[src/inc/dll_switch_pkg.sv]
// constants shared by both ends of the dll-off switching link
// Operation
// - a0 of mode reg one turns dll off
// - dll bit changeable at init or later
// - controller keeps clock within dll-off limit
// - dll-off needs only cl 6, cwl 6
// - read strobe starts al+cl-1 when off
// - controller tolerates wide late strobe delay
// - controller idles device before disabling dll
// - write dll bit, wait mode-set delay
// - enter self refresh, hold clock, change
// - stable clock before self refresh exit
// - cke high until mode-set delays done
// - odt low after exit if termination on
// - rewrite latencies after self refresh exit delay
// - next command after final mode-set delay
package dll_switch_pkg;
  localparam int CLK_NS = 50;
  localparam int DLL_OFF_MAX_CLOCK_PERIOD_NS = 50;
  localparam int MODE_SET_TO_COMMAND_DELAY_NCK = 12;
  localparam int MODE_SET_TO_COMMAND_DELAY_NS = 15;
  localparam int MODE_SET_TO_COMMAND_DELAY_CYC =
    (MODE_SET_TO_COMMAND_DELAY_NCK > (MODE_SET_TO_COMMAND_DELAY_NS + CLK_NS - 1) / CLK_NS) ?
    MODE_SET_TO_COMMAND_DELAY_NCK : (MODE_SET_TO_COMMAND_DELAY_NS + CLK_NS - 1) / CLK_NS;
  localparam int MODE_SET_TO_MODE_SET_NCK = 4;
  localparam int PRECHARGE_NS = 14;
  localparam int PRECHARGE_CYC = (PRECHARGE_NS + CLK_NS - 1) / CLK_NS;
  localparam int CLOCK_HOLD_AFTER_SR_ENTRY_NS = 10;
  localparam int CLOCK_HOLD_AFTER_SR_ENTRY_CYC =
    (5 > (CLOCK_HOLD_AFTER_SR_ENTRY_NS + CLK_NS - 1) / CLK_NS) ? 5 :
    (CLOCK_HOLD_AFTER_SR_ENTRY_NS + CLK_NS - 1) / CLK_NS;
  localparam int CLOCK_STABLE_BEFORE_SR_EXIT_NS = 10;
  localparam int CLOCK_STABLE_BEFORE_SR_EXIT_CYC =
    (5 > (CLOCK_STABLE_BEFORE_SR_EXIT_NS + CLK_NS - 1) / CLK_NS) ? 5 :
    (CLOCK_STABLE_BEFORE_SR_EXIT_NS + CLK_NS - 1) / CLK_NS;
  localparam int SELF_REFRESH_EXIT_DELAY_NS = 270;
  localparam int SELF_REFRESH_EXIT_DELAY_CYC =
    (5 > (SELF_REFRESH_EXIT_DELAY_NS + CLK_NS - 1) / CLK_NS) ? 5 :
    (SELF_REFRESH_EXIT_DELAY_NS + CLK_NS - 1) / CLK_NS;
  localparam int READ_WINDOW_CYC = 24;
  localparam int BURST_BEATS = 4;
  // command codes {cs_n, ras_n, cas_n, we_n}
  localparam logic [3:0] CMD_MODE_SET = 4'h0;
  localparam logic [3:0] CMD_REFRESH = 4'h1;
  localparam logic [3:0] CMD_PRECHARGE = 4'h2;
  localparam logic [3:0] CMD_ACTIVATE = 4'h3;
  localparam logic [3:0] CMD_WRITE = 4'h4;
  localparam logic [3:0] CMD_READ = 4'h5;
  localparam logic [3:0] CMD_CAL = 4'h6;
  localparam logic [3:0] CMD_NOP = 4'h7;
  localparam logic [3:0] CMD_DESELECT = 4'h8;
  // mode register selects and fields
  localparam logic [2:0] BA_BASE_MODE_REG = 3'h0;
  localparam logic [2:0] BA_EXTENDED_MODE_REG_ONE = 3'h1;
  localparam logic [2:0] BA_EXTENDED_MODE_REG_TWO = 3'h2;
  localparam int DLL_DISABLE_BIT = 0;
  localparam int ADD_LAT_LSB = 3;
  localparam int CAS_LAT_LSB = 4;
  localparam int WRITE_RECOV_LSB = 9;
  localparam int CAS_WRITE_LAT_LSB = 3;
  localparam int PRECHARGE_ALL_BIT = 10;
  localparam logic [2:0] CAS_LAT_OFFSET = 3'h4;
  localparam logic [2:0] CAS_WRITE_LAT_OFFSET = 3'h5;
  localparam logic [2:0] CAS_LAT_6_CODE = 3'h2;
  localparam logic [2:0] CAS_WRITE_LAT_6_CODE = 3'h1;
  localparam logic [2:0] WRITE_RECOV_CODE = 3'h2;
  localparam logic [13:0] TERM_BITS_EMR1 = 14'h0244;
  localparam logic [13:0] TERM_BITS_EMR2 = 14'h0600;
  localparam logic [2:0] CAS_LAT_RESET = 3'h1;
  localparam logic [2:0] CAS_WRITE_LAT_RESET = 3'h0;
endpackage : dll_switch_pkg

[src/inc/ddr_cmd_if.sv]
// command and read-strobe link between controller and memory device
interface ddr_cmd_if;
  logic cke;
  logic cs_n;
  logic ras_n;
  logic cas_n;
  logic we_n;
  logic [2:0] ba;
  logic [13:0] addr;
  logic odt;
  logic dqs;
  logic [15:0] dq;
  modport ctrl (
    output cke, cs_n, ras_n, cas_n, we_n, ba, addr, odt,
    input dqs, dq
  );
  modport dev (
    input cke, cs_n, ras_n, cas_n, we_n, ba, addr, odt,
    output dqs, dq
  );
endinterface : ddr_cmd_if

[src/logic/dram_ctrl_end.sv]
// controller end: dll-on to dll-off switch sequence and read capture
module dram_ctrl_end (
  input wire logic clk,
  input wire logic rstn,
  input wire logic ce,
  ddr_cmd_if.ctrl link,
  input wire logic start,
  input wire logic term_enabled,
  input wire logic odt_req,
  input wire logic freq_stable,
  input wire logic rd_req,
  output logic busy,
  output logic done,
  output logic freq_req,
  output logic dll_off_mode,
  output logic [15:0] rd_data,
  output logic rd_valid,
  output logic rd_timeout
);
  typedef enum logic [3:0] {
    ST_IDLE = 4'h0,
    ST_W_PRECH = 4'h1,
    ST_W_MOD1 = 4'h3,
    ST_W_SRE = 4'h2,
    ST_FREQ = 4'h6,
    ST_W_SRX = 4'h7,
    ST_W_XS = 4'h5,
    ST_W_MRD = 4'h4,
    ST_W_MOD2 = 4'hC,
    ST_RD_WAIT = 4'hD
  } ctrl_state_e;

  typedef struct packed {
    ctrl_state_e st;
    logic [4:0] cnt;
    logic [2:0] beats;
    logic [3:0] cmd;
    logic [2:0] ba;
    logic [13:0] addr;
    logic cke;
    logic odt;
    logic freq;
    logic dll_off;
    logic done;
    logic [15:0] rd_data;
    logic rd_valid;
    logic rd_timeout;
  } ctrl_state_s;

  ctrl_state_s s_q, s_d;

  // one place for command, bank and address so every issue looks alike
  function automatic logic [20:0] issue(input logic [3:0] cmd, input logic [2:0] ba,
                                        input logic [13:0] addr);
    issue = {cmd, ba, addr};
  endfunction : issue

  always_comb begin
    s_d = s_q;
    // waits drive nop only
    s_d.cmd = dll_switch_pkg::CMD_NOP;
    s_d.ba = 3'h0;
    s_d.addr = 14'h0000;
    s_d.done = 1'b0;
    s_d.rd_valid = 1'b0;
    s_d.rd_timeout = 1'b0;
    if (s_q.cnt != 5'h00) begin
      s_d.cnt = s_q.cnt - 5'h01;
    end
    // odt forced low while switching when termination was on
    s_d.odt = (s_q.st == ST_IDLE || !term_enabled) ? odt_req : 1'b0;
    case (s_q.st)
      ST_IDLE: begin
        if (start) begin
          // precharge all and odt off puts the device idle first
          {s_d.cmd, s_d.ba, s_d.addr} = issue(dll_switch_pkg::CMD_PRECHARGE, 3'h0,
                                              14'(1 << dll_switch_pkg::PRECHARGE_ALL_BIT));
          s_d.odt = 1'b0;
          s_d.cnt = 5'(dll_switch_pkg::PRECHARGE_CYC - 1);
          s_d.st = ST_W_PRECH;
        end else if (rd_req) begin
          {s_d.cmd, s_d.ba, s_d.addr} = issue(dll_switch_pkg::CMD_READ, 3'h0, 14'h0000);
          s_d.cnt = 5'(dll_switch_pkg::READ_WINDOW_CYC - 1);
          s_d.beats = 3'h0;
          s_d.st = ST_RD_WAIT;
        end
      end
      ST_W_PRECH: begin
        if (s_q.cnt == 5'h00) begin
          // dll disable bit set, then mode-set delay
          {s_d.cmd, s_d.ba, s_d.addr} = issue(dll_switch_pkg::CMD_MODE_SET,
                                              dll_switch_pkg::BA_EXTENDED_MODE_REG_ONE,
                                              14'(1 << dll_switch_pkg::DLL_DISABLE_BIT));
          s_d.dll_off = 1'b1;
          s_d.cnt = 5'(dll_switch_pkg::MODE_SET_TO_COMMAND_DELAY_CYC - 1);
          s_d.st = ST_W_MOD1;
        end
      end
      ST_W_MOD1: begin
        if (s_q.cnt == 5'h00) begin
          // self refresh entry, clock held before change
          {s_d.cmd, s_d.ba, s_d.addr} = issue(dll_switch_pkg::CMD_REFRESH, 3'h0, 14'h0000);
          s_d.cke = 1'b0;
          s_d.cnt = 5'(dll_switch_pkg::CLOCK_HOLD_AFTER_SR_ENTRY_CYC - 1);
          s_d.st = ST_W_SRE;
        end
      end
      ST_W_SRE: begin
        if (s_q.cnt == 5'h00) begin
          // clock source must now move to within the dll-off period limit
          s_d.freq = 1'b1;
          s_d.st = ST_FREQ;
        end
      end
      ST_FREQ: begin
        if (freq_stable) begin
          s_d.freq = 1'b0;
          s_d.cnt = 5'(dll_switch_pkg::CLOCK_STABLE_BEFORE_SR_EXIT_CYC - 1);
          s_d.st = ST_W_SRX;
        end
      end
      ST_W_SRX: begin
        if (s_q.cnt == 5'h00) begin
          // exit only after stable-clock time
          s_d.cke = 1'b1;
          s_d.cnt = 5'(dll_switch_pkg::SELF_REFRESH_EXIT_DELAY_CYC - 1);
          s_d.st = ST_W_XS;
        end
      end
      ST_W_XS: begin
        if (s_q.cnt == 5'h00) begin
          // rewrite cas latency and write recovery after exit delay
          {s_d.cmd, s_d.ba, s_d.addr} = issue(dll_switch_pkg::CMD_MODE_SET,
              dll_switch_pkg::BA_BASE_MODE_REG,
              14'({11'h000, dll_switch_pkg::WRITE_RECOV_CODE} <<
                  dll_switch_pkg::WRITE_RECOV_LSB) |
              14'({11'h000, dll_switch_pkg::CAS_LAT_6_CODE} << dll_switch_pkg::CAS_LAT_LSB));
          s_d.cnt = 5'(dll_switch_pkg::MODE_SET_TO_MODE_SET_NCK - 1);
          s_d.st = ST_W_MRD;
        end
      end
      ST_W_MRD: begin
        if (s_q.cnt == 5'h00) begin
          // cwl 6 to match the dll-off latency pair
          {s_d.cmd, s_d.ba, s_d.addr} = issue(dll_switch_pkg::CMD_MODE_SET,
              dll_switch_pkg::BA_EXTENDED_MODE_REG_TWO,
              14'({11'h000, dll_switch_pkg::CAS_WRITE_LAT_6_CODE} <<
                  dll_switch_pkg::CAS_WRITE_LAT_LSB));
          s_d.cnt = 5'(dll_switch_pkg::MODE_SET_TO_COMMAND_DELAY_CYC - 1);
          s_d.st = ST_W_MOD2;
        end
      end
      ST_W_MOD2: begin
        // cke stays high through here
        if (s_q.cnt == 5'h00) begin
          s_d.done = 1'b1;
          s_d.st = ST_IDLE;
        end
      end
      ST_RD_WAIT: begin
        // strobe-timed capture, no fixed latency assumed
        if (link.dqs) begin
          s_d.rd_data = link.dq;
          s_d.rd_valid = 1'b1;
          s_d.beats = s_q.beats + 3'h1;
          if (s_q.beats == 3'(dll_switch_pkg::BURST_BEATS - 1)) begin
            s_d.st = ST_IDLE;
          end
        end else if (s_q.cnt == 5'h00) begin
          s_d.rd_timeout = 1'b1;
          s_d.st = ST_IDLE;
        end
      end
      default: begin
        s_d.st = ST_IDLE;
      end
    endcase
  end

  always_ff @(posedge clk or negedge rstn) begin
    if (!rstn) begin
      s_q <= '{st: ST_IDLE, cnt: 5'h00, beats: 3'h0, cmd: dll_switch_pkg::CMD_NOP,
               ba: 3'h0, addr: 14'h0000, cke: 1'b1, odt: 1'b0, freq: 1'b0,
               dll_off: 1'b0, done: 1'b0, rd_data: 16'h0000, rd_valid: 1'b0,
               rd_timeout: 1'b0};
    end else if (ce) begin
      s_q <= s_d;
    end
  end

  assign link.cke = s_q.cke;
  assign link.cs_n = s_q.cmd[3];
  assign link.ras_n = s_q.cmd[2];
  assign link.cas_n = s_q.cmd[1];
  assign link.we_n = s_q.cmd[0];
  assign link.ba = s_q.ba;
  assign link.addr = s_q.addr;
  assign link.odt = s_q.odt;
  assign busy = s_q.st != ST_IDLE;
  assign done = s_q.done;
  assign freq_req = s_q.freq;
  assign dll_off_mode = s_q.dll_off;
  assign rd_data = s_q.rd_data;
  assign rd_valid = s_q.rd_valid;
  assign rd_timeout = s_q.rd_timeout;
endmodule : dram_ctrl_end

[src/flat_wrapper.sv]
// flat-port wrapper written by rule: the top's interface ports become plain ports
module dram_ctrl_end_flat 
  (clk, rstn, ce, start, term_enabled, odt_req, freq_stable, rd_req, busy, done, freq_req, dll_off_mode, rd_data, rd_valid, rd_timeout, link_cke, link_cs_n, link_ras_n, link_cas_n, link_we_n, link_ba, link_addr, link_odt, link_dqs, link_dq);
  ddr_cmd_if link_i ();
  input wire logic clk;
  input wire logic rstn;
  input wire logic ce;
  input wire logic start;
  input wire logic term_enabled;
  input wire logic odt_req;
  input wire logic freq_stable;
  input wire logic rd_req;
  output logic busy;
  output logic done;
  output logic freq_req;
  output logic dll_off_mode;
  output logic [15:0] rd_data;
  output logic rd_valid;
  output logic rd_timeout;
  output wire logic [$bits(link_i.cke)-1:0] link_cke;
  output wire logic [$bits(link_i.cs_n)-1:0] link_cs_n;
  output wire logic [$bits(link_i.ras_n)-1:0] link_ras_n;
  output wire logic [$bits(link_i.cas_n)-1:0] link_cas_n;
  output wire logic [$bits(link_i.we_n)-1:0] link_we_n;
  output wire logic [$bits(link_i.ba)-1:0] link_ba;
  output wire logic [$bits(link_i.addr)-1:0] link_addr;
  output wire logic [$bits(link_i.odt)-1:0] link_odt;
  input wire logic [$bits(link_i.dqs)-1:0] link_dqs;
  input wire logic [$bits(link_i.dq)-1:0] link_dq;
  assign link_cke = link_i.cke;
  assign link_cs_n = link_i.cs_n;
  assign link_ras_n = link_i.ras_n;
  assign link_cas_n = link_i.cas_n;
  assign link_we_n = link_i.we_n;
  assign link_ba = link_i.ba;
  assign link_addr = link_i.addr;
  assign link_odt = link_i.odt;
  assign link_i.dqs = link_dqs;
  assign link_i.dq = link_dq;
  dram_ctrl_end u_core (.clk(clk), .rstn(rstn), .ce(ce), .link(link_i), .start(start), .term_enabled(term_enabled), .odt_req(odt_req), .freq_stable(freq_stable), .rd_req(rd_req), .busy(busy), .done(done), .freq_req(freq_req), .dll_off_mode(dll_off_mode), .rd_data(rd_data), .rd_valid(rd_valid), .rd_timeout(rd_timeout));
endmodule
[config.mk]
export PLATFORM = sky130hd
export DESIGN_NAME = dram_ctrl_end_flat
export DESIGN_NICKNAME = d
export VERILOG_FILES = /design/src/inc/dll_switch_pkg.sv /design/src/inc/ddr_cmd_if.sv /design/src/logic/dram_ctrl_end.sv /design/src/flat_wrapper.sv
export SDC_FILE = /design/constraint.sdc
export NUM_CORES = 1
export LEC_CHECK = 0
export ABC_AREA = 1
export BUFFER_PORTS_ARGS = -buffer_cell sky130_fd_sc_hd__buf_2
export CORE_MARGIN = 4
export CORE_UTILIZATION = 53
export DETAILED_ROUTE_END_ITERATION = 10
export GPL_TIMING_DRIVEN = 0
export PLACE_DENSITY = 0.88
export SLEW_MARGIN = 20
export SYNTH_ARGS = -nofsm -noshare
export SYNTH_HDL_FRONTEND = slang
export SYNTH_SLANG_ARGS = --single-unit
[constraint.sdc]
create_clock -name clk -period 1.81 [get_ports clk]
set_clock_uncertainty 0.05 [all_clocks]
set_input_delay 0.0905 -clock clk [delete_from_list [all_inputs] [get_ports clk]]
set_output_delay 0.0905 -clock clk [all_outputs]
set_load 0.05 [all_outputs]
==> results of run 1 <==
==> layout make-up <==
class | instances | area [um2] | area share, %
repair buffers | 78 | 485.5 | 14.67
multi-input cells | 260 | 1184 | 35.77
well taps | 54 | 67.56 | 2.042
clock buffers | 6 | 82.58 | 2.495
inverters | 27 | 102.6 | 3.100
plain buffers | 42 | 301.5 | 9.112
clock inverters | 1 | 30.03 | 0.9074
flip-flops and latches | 42 | 1056 | 31.91
==> per-stage QoR <==
step	cell area [um2]	utilization, %	total power, mW
2_1_floorplan	2606	-	3.391
3_3_place_gp	2954	62.96	3.877
3_5_place_dp	2954	62.96	3.921
4_1_cts	3249	69.25	4.752
5_1_grt	3309	70.53	5.272
6_report	3309	70.53	4.959
==> cells by family (layout without fill, tap and decap cells) <==
| group | after synthesis | after routing | share of synthesized area, % |
|---|---|---|---|
| fa+ha+maj | 3 | 3 | 1.464 |
| buf+inv | 69 | 154 | 15.76 |
| other cells | 1 | 12 | 0.1462 |
| flops | 42 | 42 | 41.17 |
| compound gates | 25 | 25 | 5.318 |
| xor+xnor | 1 | 1 | 0.3415 |
| simple gates | 219 | 219 | 35.81 |
==> per-layer routing <==
metal	track usage [%]	wire length, um	share of wire, %	vias to the layer above
met2	42.92	3577	49	124
met5	0	0	0	-
met3	5.452	502	6.9	23
li1	-	-	-	1271
met4	7.473	172	2.4	0
met1	30.82	3031	42	1218
==> power groups by stage <==
stage	Sequential, mW	Clock (mW)	Combinational, mW
floorplan	1.56	0	1.83
global placement	1.40	0	2.48
detailed placement	1.40	0	2.52
CTS	1.39	0.770	2.59
global route	1.43	0.814	3.03
finish	1.40	0.769	2.79
==> worst max-delay path: cells and delay by family, from the launching register on <==
kind | cells | cell delay (ns)
flip-flops | 1 | 0.43
adder cells (fa/ha/maj) | 1 | 0.18
buffers and inverters | 3 | 0.31
AND/OR/NAND/NOR | 6 | 0.59
==> flip-flops by register name (all words and copies together) (netlist names) <==
signal               flops
u_core.rd_data          16
u_core.dll_off_mode      1
u_core.link.we_n         1
u_core.freq_req          1
u_core.rd_valid          1
u_core.link.addr         4
u_core.link.cas_n        1
u_core.done              1
u_core.link.ras_n        1
u_core.rd_timeout        1
u_core.link.odt          1
u_core.s_q              12
u_core.link.cke          1
==> cell usage after synthesis (2+ instances only) <==
cell type | number | area (um2)
sky130_fd_sc_hd__nand2_1 | 149 | 559.3
sky130_fd_sc_hd__dfrtp_1 | 38 | 950.9
sky130_fd_sc_hd__buf_4 | 35 | 262.8
sky130_fd_sc_hd__nor2_1 | 27 | 101.4
sky130_fd_sc_hd__nand3_1 | 24 | 120.1
sky130_fd_sc_hd__inv_1 | 19 | 71.32
sky130_fd_sc_hd__o21ai_0 | 12 | 60.06
sky130_fd_sc_hd__nand4_1 | 6 | 37.54
sky130_fd_sc_hd__inv_2 | 5 | 18.77
sky130_fd_sc_hd__a21oi_1 | 4 | 20.02
sky130_fd_sc_hd__buf_2 | 4 | 20.02
sky130_fd_sc_hd__dfstp_2 | 4 | 105.1
sky130_fd_sc_hd__nor2_2 | 4 | 25.02
sky130_fd_sc_hd__o21ai_1 | 4 | 20.02
sky130_fd_sc_hd__ha_1 | 3 | 37.54
sky130_fd_sc_hd__nand2_2 | 3 | 18.77
sky130_fd_sc_hd__clkinv_1 | 2 | 7.510
sky130_fd_sc_hd__nand3_2 | 2 | 20.02
sky130_fd_sc_hd__nor2_4 | 2 | 22.52
==> repair_timing <==
item | 4_1_cts | 5_1_grt
cloned | 0 | 1
setup endpoints to repair | 4 | 6
hold buffers | 17 | 0
pin swaps | 0 | 2
setup buffers | 0 | 4
hold endpoints to repair | 54 | 0
gates resized for setup | 2 | 8
==> final timing paths <==
kind / from / end / slack (ns) / depth (start not counted)
min reg2reg: u_core.dll_off_mode / u_core.dll_off_mode / 0.42 / 2
min in group asynchronous: rstn / u_core.s_q[48] / 0.42 / 2
min: odt_req / u_core.link.odt / 0.03 / 3
max in group asynchronous: rstn / u_core.link.addr[5] / 0.70 / 2
max: u_core.s_q[48] / u_core.s_q[55] / 0.14 / 10
max reg2reg: u_core.s_q[48] / u_core.s_q[55] / 0.14 / 10
==> reports/results.txt, run 1 <==
Compared with the post-synthesis result, the final layout area differs by 29.02%. For this run, the register share of the synthesized area comes to 41.17%. The tools report the number of clock sinks seen by CTS as 42. After detailed routing, the number of remaining DRC violations is 0. At the worst endpoint, the required time is 1.95 ns. The mean routed wirelength per cell was 14.28 um; the minimum setup slack in the final design was 0.1390 ns. The tools report the number of library cell types mapped by synthesis as 32. Type of the most critical hold path: input port to flip-flop. Yosys mapped a number of flops with a built-in enable equal to 0.

Share of async-settable or async-resettable flops after synthesis: 100.0%. The run gives 2621 as the number of global-route vias before repair. Setup repair after global routing left no endpoint under its margin.

After the first detailed-routing iteration, the DRC count stood at 183. The share of total power dissipated in combinational logic is 56.2%. The worst relative slew slack came out at 37.94%. The run gives 0 as the number of max-slew violations in the final report. For the data arrival time at the worst-slack endpoint, the log shows 1.81 ns. The run finished with clean final reports. Cells with a size suffix above 1 make up 30.04% of the layout.

The flip-flop and latch count after synthesis is 42, and the proportion of power drawn by the clock network is 15.5%. For the pin with the worst max-slew slack, the measured transition is 0.9309 ns. The count of port buffers added during placement was 56. The logs give 0 for the initial antenna violation count and 0.002565 mm2 for the mapped cell area. The worst setup path is captured at a flip-flop.

In this run the power density over the cells is 1498 mW/mm2. The die boundary width is 77.57 um. The tools report the kind of start point of the critical path as a flip-flop.

For the leakage dissipation, the log shows 1.941 nW. The slowest stage of the critical path is the sky130_fd_sc_hd__dfrtp_1 cell. The leading cell type in the layout, fill and taps excluded was sky130_fd_sc_hd__nand2_1. For this run, the number of Yosys warnings is 0. Adding up every negative setup slack in the final design gives 0 ns. Counting every instance in the synthesized netlist gives 360.

The pre-CTS setup slack is -0.05740 ns. The internal power of the cells totals 2.542 mW. The die extent in y is 77.57 um, and the I/O pin count is 70. The tools report the final estimated routing congestion in global placement as 0.9149.

The switching share of total power was 48.74%. For this run, the number of standard cells in the final layout without fillers is 510. The detailed-route via count is 2636. TritonCTS built the clock tree. The wire-length estimate of the detail-placed layout is 4602 um. The mean number of vias per cell is 5.169. A synthesized cell averages 7.125 um2.

The wire length of the first global-routing pass was 12140 um. The peak supply drop came out at 0.0009477 V. The shortest clock period the worst path allows after layout came out at 1.671 ns. The final-report hold violation count was 0. Setup violations remaining at the end of the flow were counted as 0. The number of antenna diodes in the final layout is 0. Counting the buffers created by CTS gives 5. For this design the total switching power over the nets is 2.417 mW. The clock transition time at the flip-flop clock pins of the worst setup and hold paths works out to 0.08 ns. The root buffer cell chosen for the clock tree is sky130_fd_sc_hd__clkbuf_8. Maximum number of pins on one net before global-route repair: 43.

For this configuration, the core starts out at a cell density of 54.67%. After filler insertion, the fill cell instance count of the layout stands at 357. The logs give 2 for the maximum buffer depth of the clock tree and 0 for the number of maximum-capacitance constraint violations.

At the later pin of the worst-skew pair, clock insertion delay measures 0.29 ns. The critical path start-end classification was flip-flop to flip-flop. Row generation in the floorplan step produced 25 rows. After layout, the worst path uses 92.32% of the clock period. The total instance count after detailed placement came out at 481. The most used flip-flop cell after synthesis is sky130_fd_sc_hd__dfrtp_1. The H-tree generated during clock tree synthesis spans 2 levels. Summed over all layers, the global routing overflow is 0. After the last flow step, the layout net total stands at 484. Traced cell by cell, the critical path runs through inv_2 > ha_4 > nand3_4 > buf_2 > nand2_1 > inv_1 > nor2_1 > nand3_2 > nand2_1 > nand2_1. Across every metal layer, demand over resource in global routing totals 24.78%. The sequential group share of total power was 28.3%. The floorplan step defined a die boundary enclosing 0.006016 mm2. The number of iterations in the first detailed-routing pass was 5; the worst hold slack was 0.03254 ns.

The top fanout value on the critical path is 6. The region available for standard cell placement spans 0.004692 mm2. The library cells used most frequently in the layout, excluding fill and tap cells, are sky130_fd_sc_hd__nand2_1 (147), sky130_fd_sc_hd__buf_2 (61), sky130_fd_sc_hd__buf_4 (39). In this design, the critical path's most frequently occurring cell is sky130_fd_sc_hd__nand2_1. The remaining antenna violation count was 0; the maximum single-stage delay on the critical path was 0.43 ns. Static timing analysis puts the maximum clock frequency at 0.5985 GHz. The routed design has 7283 um of wire.
Note: power is estimated with default switching activity, not from simulation.
==> inputs of run 2 (changes only) <==
CORE_UTILIZATION = 27   (was 53)
PLACE_DENSITY = 0.54   (was 0.88)
==> reports/results.txt, run 2 (synthesized netlist as in run 1, its figures left out) <==
The number of clock sinks seen by CTS is 42 (unchanged). The run gives 2.359 mW (-2.4%) as the switching power summed over all nets. Leading cell type in the layout, fill and taps excluded: sky130_fd_sc_hd__nand2_1. The combinational power share was 53.9% (-2.3 points). The number of cell instances on the worst register-to-register path came out at 11 (+1). The final wirelength is 6778 um (-6.9%), and the die extent in y is 105.5 um (+36%). The run gives 0.009240 mm2 (+97%) as the total core area. The remaining antenna violation count is 0 (unchanged), and the clock transition time at the flip-flop clock pins of the worst setup and hold paths is 0.09 ns (about the same).

The maximum single-stage delay on the critical path is 0.42 ns (about the same), and the total number of nets in the final design is 484 (unchanged). The placed wire-length estimate after detailed placement was 4979 um (+8.2%); the number of cells traversed by the worst hold path was 3 (unchanged). The worst hold slack came out at 0.01065 ns (-0.02189 ns).

The run finished with clean final reports. Maximum number of pins on one net before global-route repair: 43 (unchanged). The data required time of the worst path was 2.00 ns (+0.05 ns). Kind of capture point of the worst setup path: a flip-flop. The maximum level of the CTS H-tree was 2 (unchanged); the count of port buffers added during placement was 56 (unchanged). The final-report setup violation count was 0 (unchanged). The minimum setup slack in the final design was 0.1409 ns (+0.001820 ns). The maximum buffer depth of the clock tree is 2 (unchanged), and the proportion of power drawn by the clock network is 18.2% (+2.7 points). The flip-flop count of the largest register, all copies and words added was 16 (unchanged); the die boundary width was 105.5 um (+36%).

The logs give 35 (+40%) for the number of standard-cell rows in the floorplan and 11590 um (-4.5%) for the wire length of the first global-routing pass. In this design, the critical path's most frequently occurring cell is sky130_fd_sc_hd__nand2_1. The cell count along the critical path works out to 11 (+1).

Detailed-route DRC error count: 0 (unchanged). The tools report the detailed router's first-iteration violation count as 104 (-43%). Slowest stage cell on the critical path: sky130_fd_sc_hd__dfrtp_1. The register-to-register setup slack is 0.14 ns (about the same). The tools report the total inserted antenna cells as 0 (unchanged). Endpoint of the worst register-to-register path: u_core.s_q[54].

The kind of start point of the critical path was a flip-flop. The upper clock frequency limit is 0.5991 GHz (+0.11%), and the data arrival time at the worst-slack endpoint is 1.86 ns (+0.05 ns). The library cells used most frequently in the layout, excluding fill and tap cells, are sky130_fd_sc_hd__nand2_1 (148), sky130_fd_sc_hd__buf_2 (60), sky130_fd_sc_hd__buf_4 (39). Total CTS buffers: 5 (unchanged).

The remaining global-route overflow is 0 (unchanged). TritonCTS built the clock tree. The type of the most critical hold path is input port to flip-flop. The number of max-slew violations in the final report came out at 0 (unchanged).

The detailed-route via count is 2497 (-5.3%). The number of global-route vias before repair came out at 2477 (-5.5%). The startpoint identified for the worst hold timing path is odt_req. The tools report the clock network latency to the later pin of the worst-skew pair as 0.30 ns (about the same).

The cell family contributing the most delay on the critical path is simple AND/OR/NAND/NOR gates. The top fanout value on the critical path was 10 (+4); the final instance count without filler cells was 586 (+15%). Final-layout fill cell count: 965 (+170%). The area enclosed by the die boundary was 0.01112 mm2 (+85%); the initial antenna violation count was 0 (unchanged). Number of buffers and inverters on the critical path: 2 (-1).

The worst hold path terminates at u_core.link.odt. The switching share of total power is 47.23% (-1.5 points), and the final estimated routing congestion in global placement is 0.8774 (-4.1%). The internal power contribution was 2.636 mW (+3.7%); the final-report hold violation count was 0 (unchanged). The tools report the sequential group share of total power as 27.9% (-0.4 points).

The final cycle utilization of the critical path is 92.22% (-0.10 points). The leakage dissipation is 1.957 nW (+0.82%). The signal on the critical path passes through inv_2 > ha_4 > nand3_2 > buf_6 > nand2_2 > nand2_1 > nor2_1 > nand2_1 > nor2_2 > nand2_1 > nand2_1. The overall power is 4.994 mW (+0.72%), and the total instance count after detailed placement is 556 (+16%). Share of cells above drive strength 1: 29.98% (-0.066 points).

Peak supply drop: 0.0006043 V (-36%). For the number of maximum-capacitance constraint violations, the log shows 0 (unchanged). In this run the critical register-to-register path is launched from u_core.s_q[47].

The shortest clock period the worst path allows after layout came out at 1.669 ns (-0.001820 ns). The master cell of the clock root buffer was sky130_fd_sc_hd__clkbuf_8. The initial core utilization is 27.76% (-27 points). Compared with the post-synthesis result, the final layout area differs by 33.66%. The pre-CTS setup slack came out at -0.05441 ns (+0.002993 ns). The number of iterations in the first detailed-routing pass came out at 4 (-1). The mean routed wirelength per cell came out at 11.57 um (-19%). The mean number of vias per cell came out at 4.261 (-18%). The I/O pin count came out at 70 (unchanged).

The aggregate global-route resource usage was 12.59% (-12 points); the cell area power density was 1457 mW/mm2 (-2.8%). The critical path is of the flip-flop to flip-flop type. The tools report the setup TNS as 0 ns (unchanged).
run 2: cell count changes in the layout (fill, tap and decap cells not counted), sizes merged:
cell / change
bufinv: +1
clkbuf: -1
clkinv: +1
run 2: layout make-up:
cell class	count	area [um2]	area share [%]
Tap cell	129	161.4	4.708
Multi-Input combinational cell	260	1169	34.09
Timing Repair Buffer	78	500.5	14.60
Inverter	27	102.6	2.993
Sequential cell	42	1056	30.80
Buffer	42	301.5	8.796
Clock inverter	3	68.82	2.007
Clock buffer	5	68.82	2.007
run 2: layer usage:
metal	global-route usage [%]	vias up	share of wire (%)
met4	2.905	0	1.3
met5	0	-	0
met2	21.45	65	48
li1	-	1277	-
met3	3.123	10	5.7
met1	16.00	1145	46
run 2: worst reg2reg max path, delay by kind of cell (launching register included):
family	cells	cell delay (ns)
AND/OR/NAND/NOR	8	0.69
adder cells (fa/ha/maj)	1	0.18
buffers and inverters	2	0.28
flip-flops	1	0.42
run 2: power by group through the flow:
stage / combinational [mW] / sequential, mW / clock [mW]
after floorplan: 1.83 / 1.56 / 0
after global placement: 2.52 / 1.40 / 0
after detailed placement: 2.53 / 1.41 / 0
after CTS: 2.60 / 1.39 / 0.936
after global routing: 2.97 / 1.43 / 0.978
final: 2.69 / 1.39 / 0.909
run 2: worst max-delay path by stage:
stage,start,to,slack [ns]
2_1_floorplan,u_core.s_q[47],u_core.s_q[55],0.20
3_3_place_gp,u_core.s_q[47],u_core.s_q[55],-0.01
3_5_place_dp,u_core.s_q[47],u_core.s_q[54],-0.05
4_1_cts,u_core.s_q[47],u_core.s_q[54],0.02
5_1_grt,u_core.s_q[47],u_core.s_q[55],-0.01
6_report,u_core.s_q[47],u_core.s_q[54],0.14
run 2: what timing repair did:
action,CTS,global route
hold buffers,17,0
endpoints found under the setup margin,4,7
resized for setup,2,5
buffers inserted,0,4
hold endpoints to repair,54,0
pin swaps,0,2
run 2: metrics by stage:
stage,utilization (%),instance area [um2]
finish,37.10,3428
floorplan,-,2606
global route,37.10,3428
CTS,36.45,3368
global placement,32.99,3048
detailed placement,32.99,3048
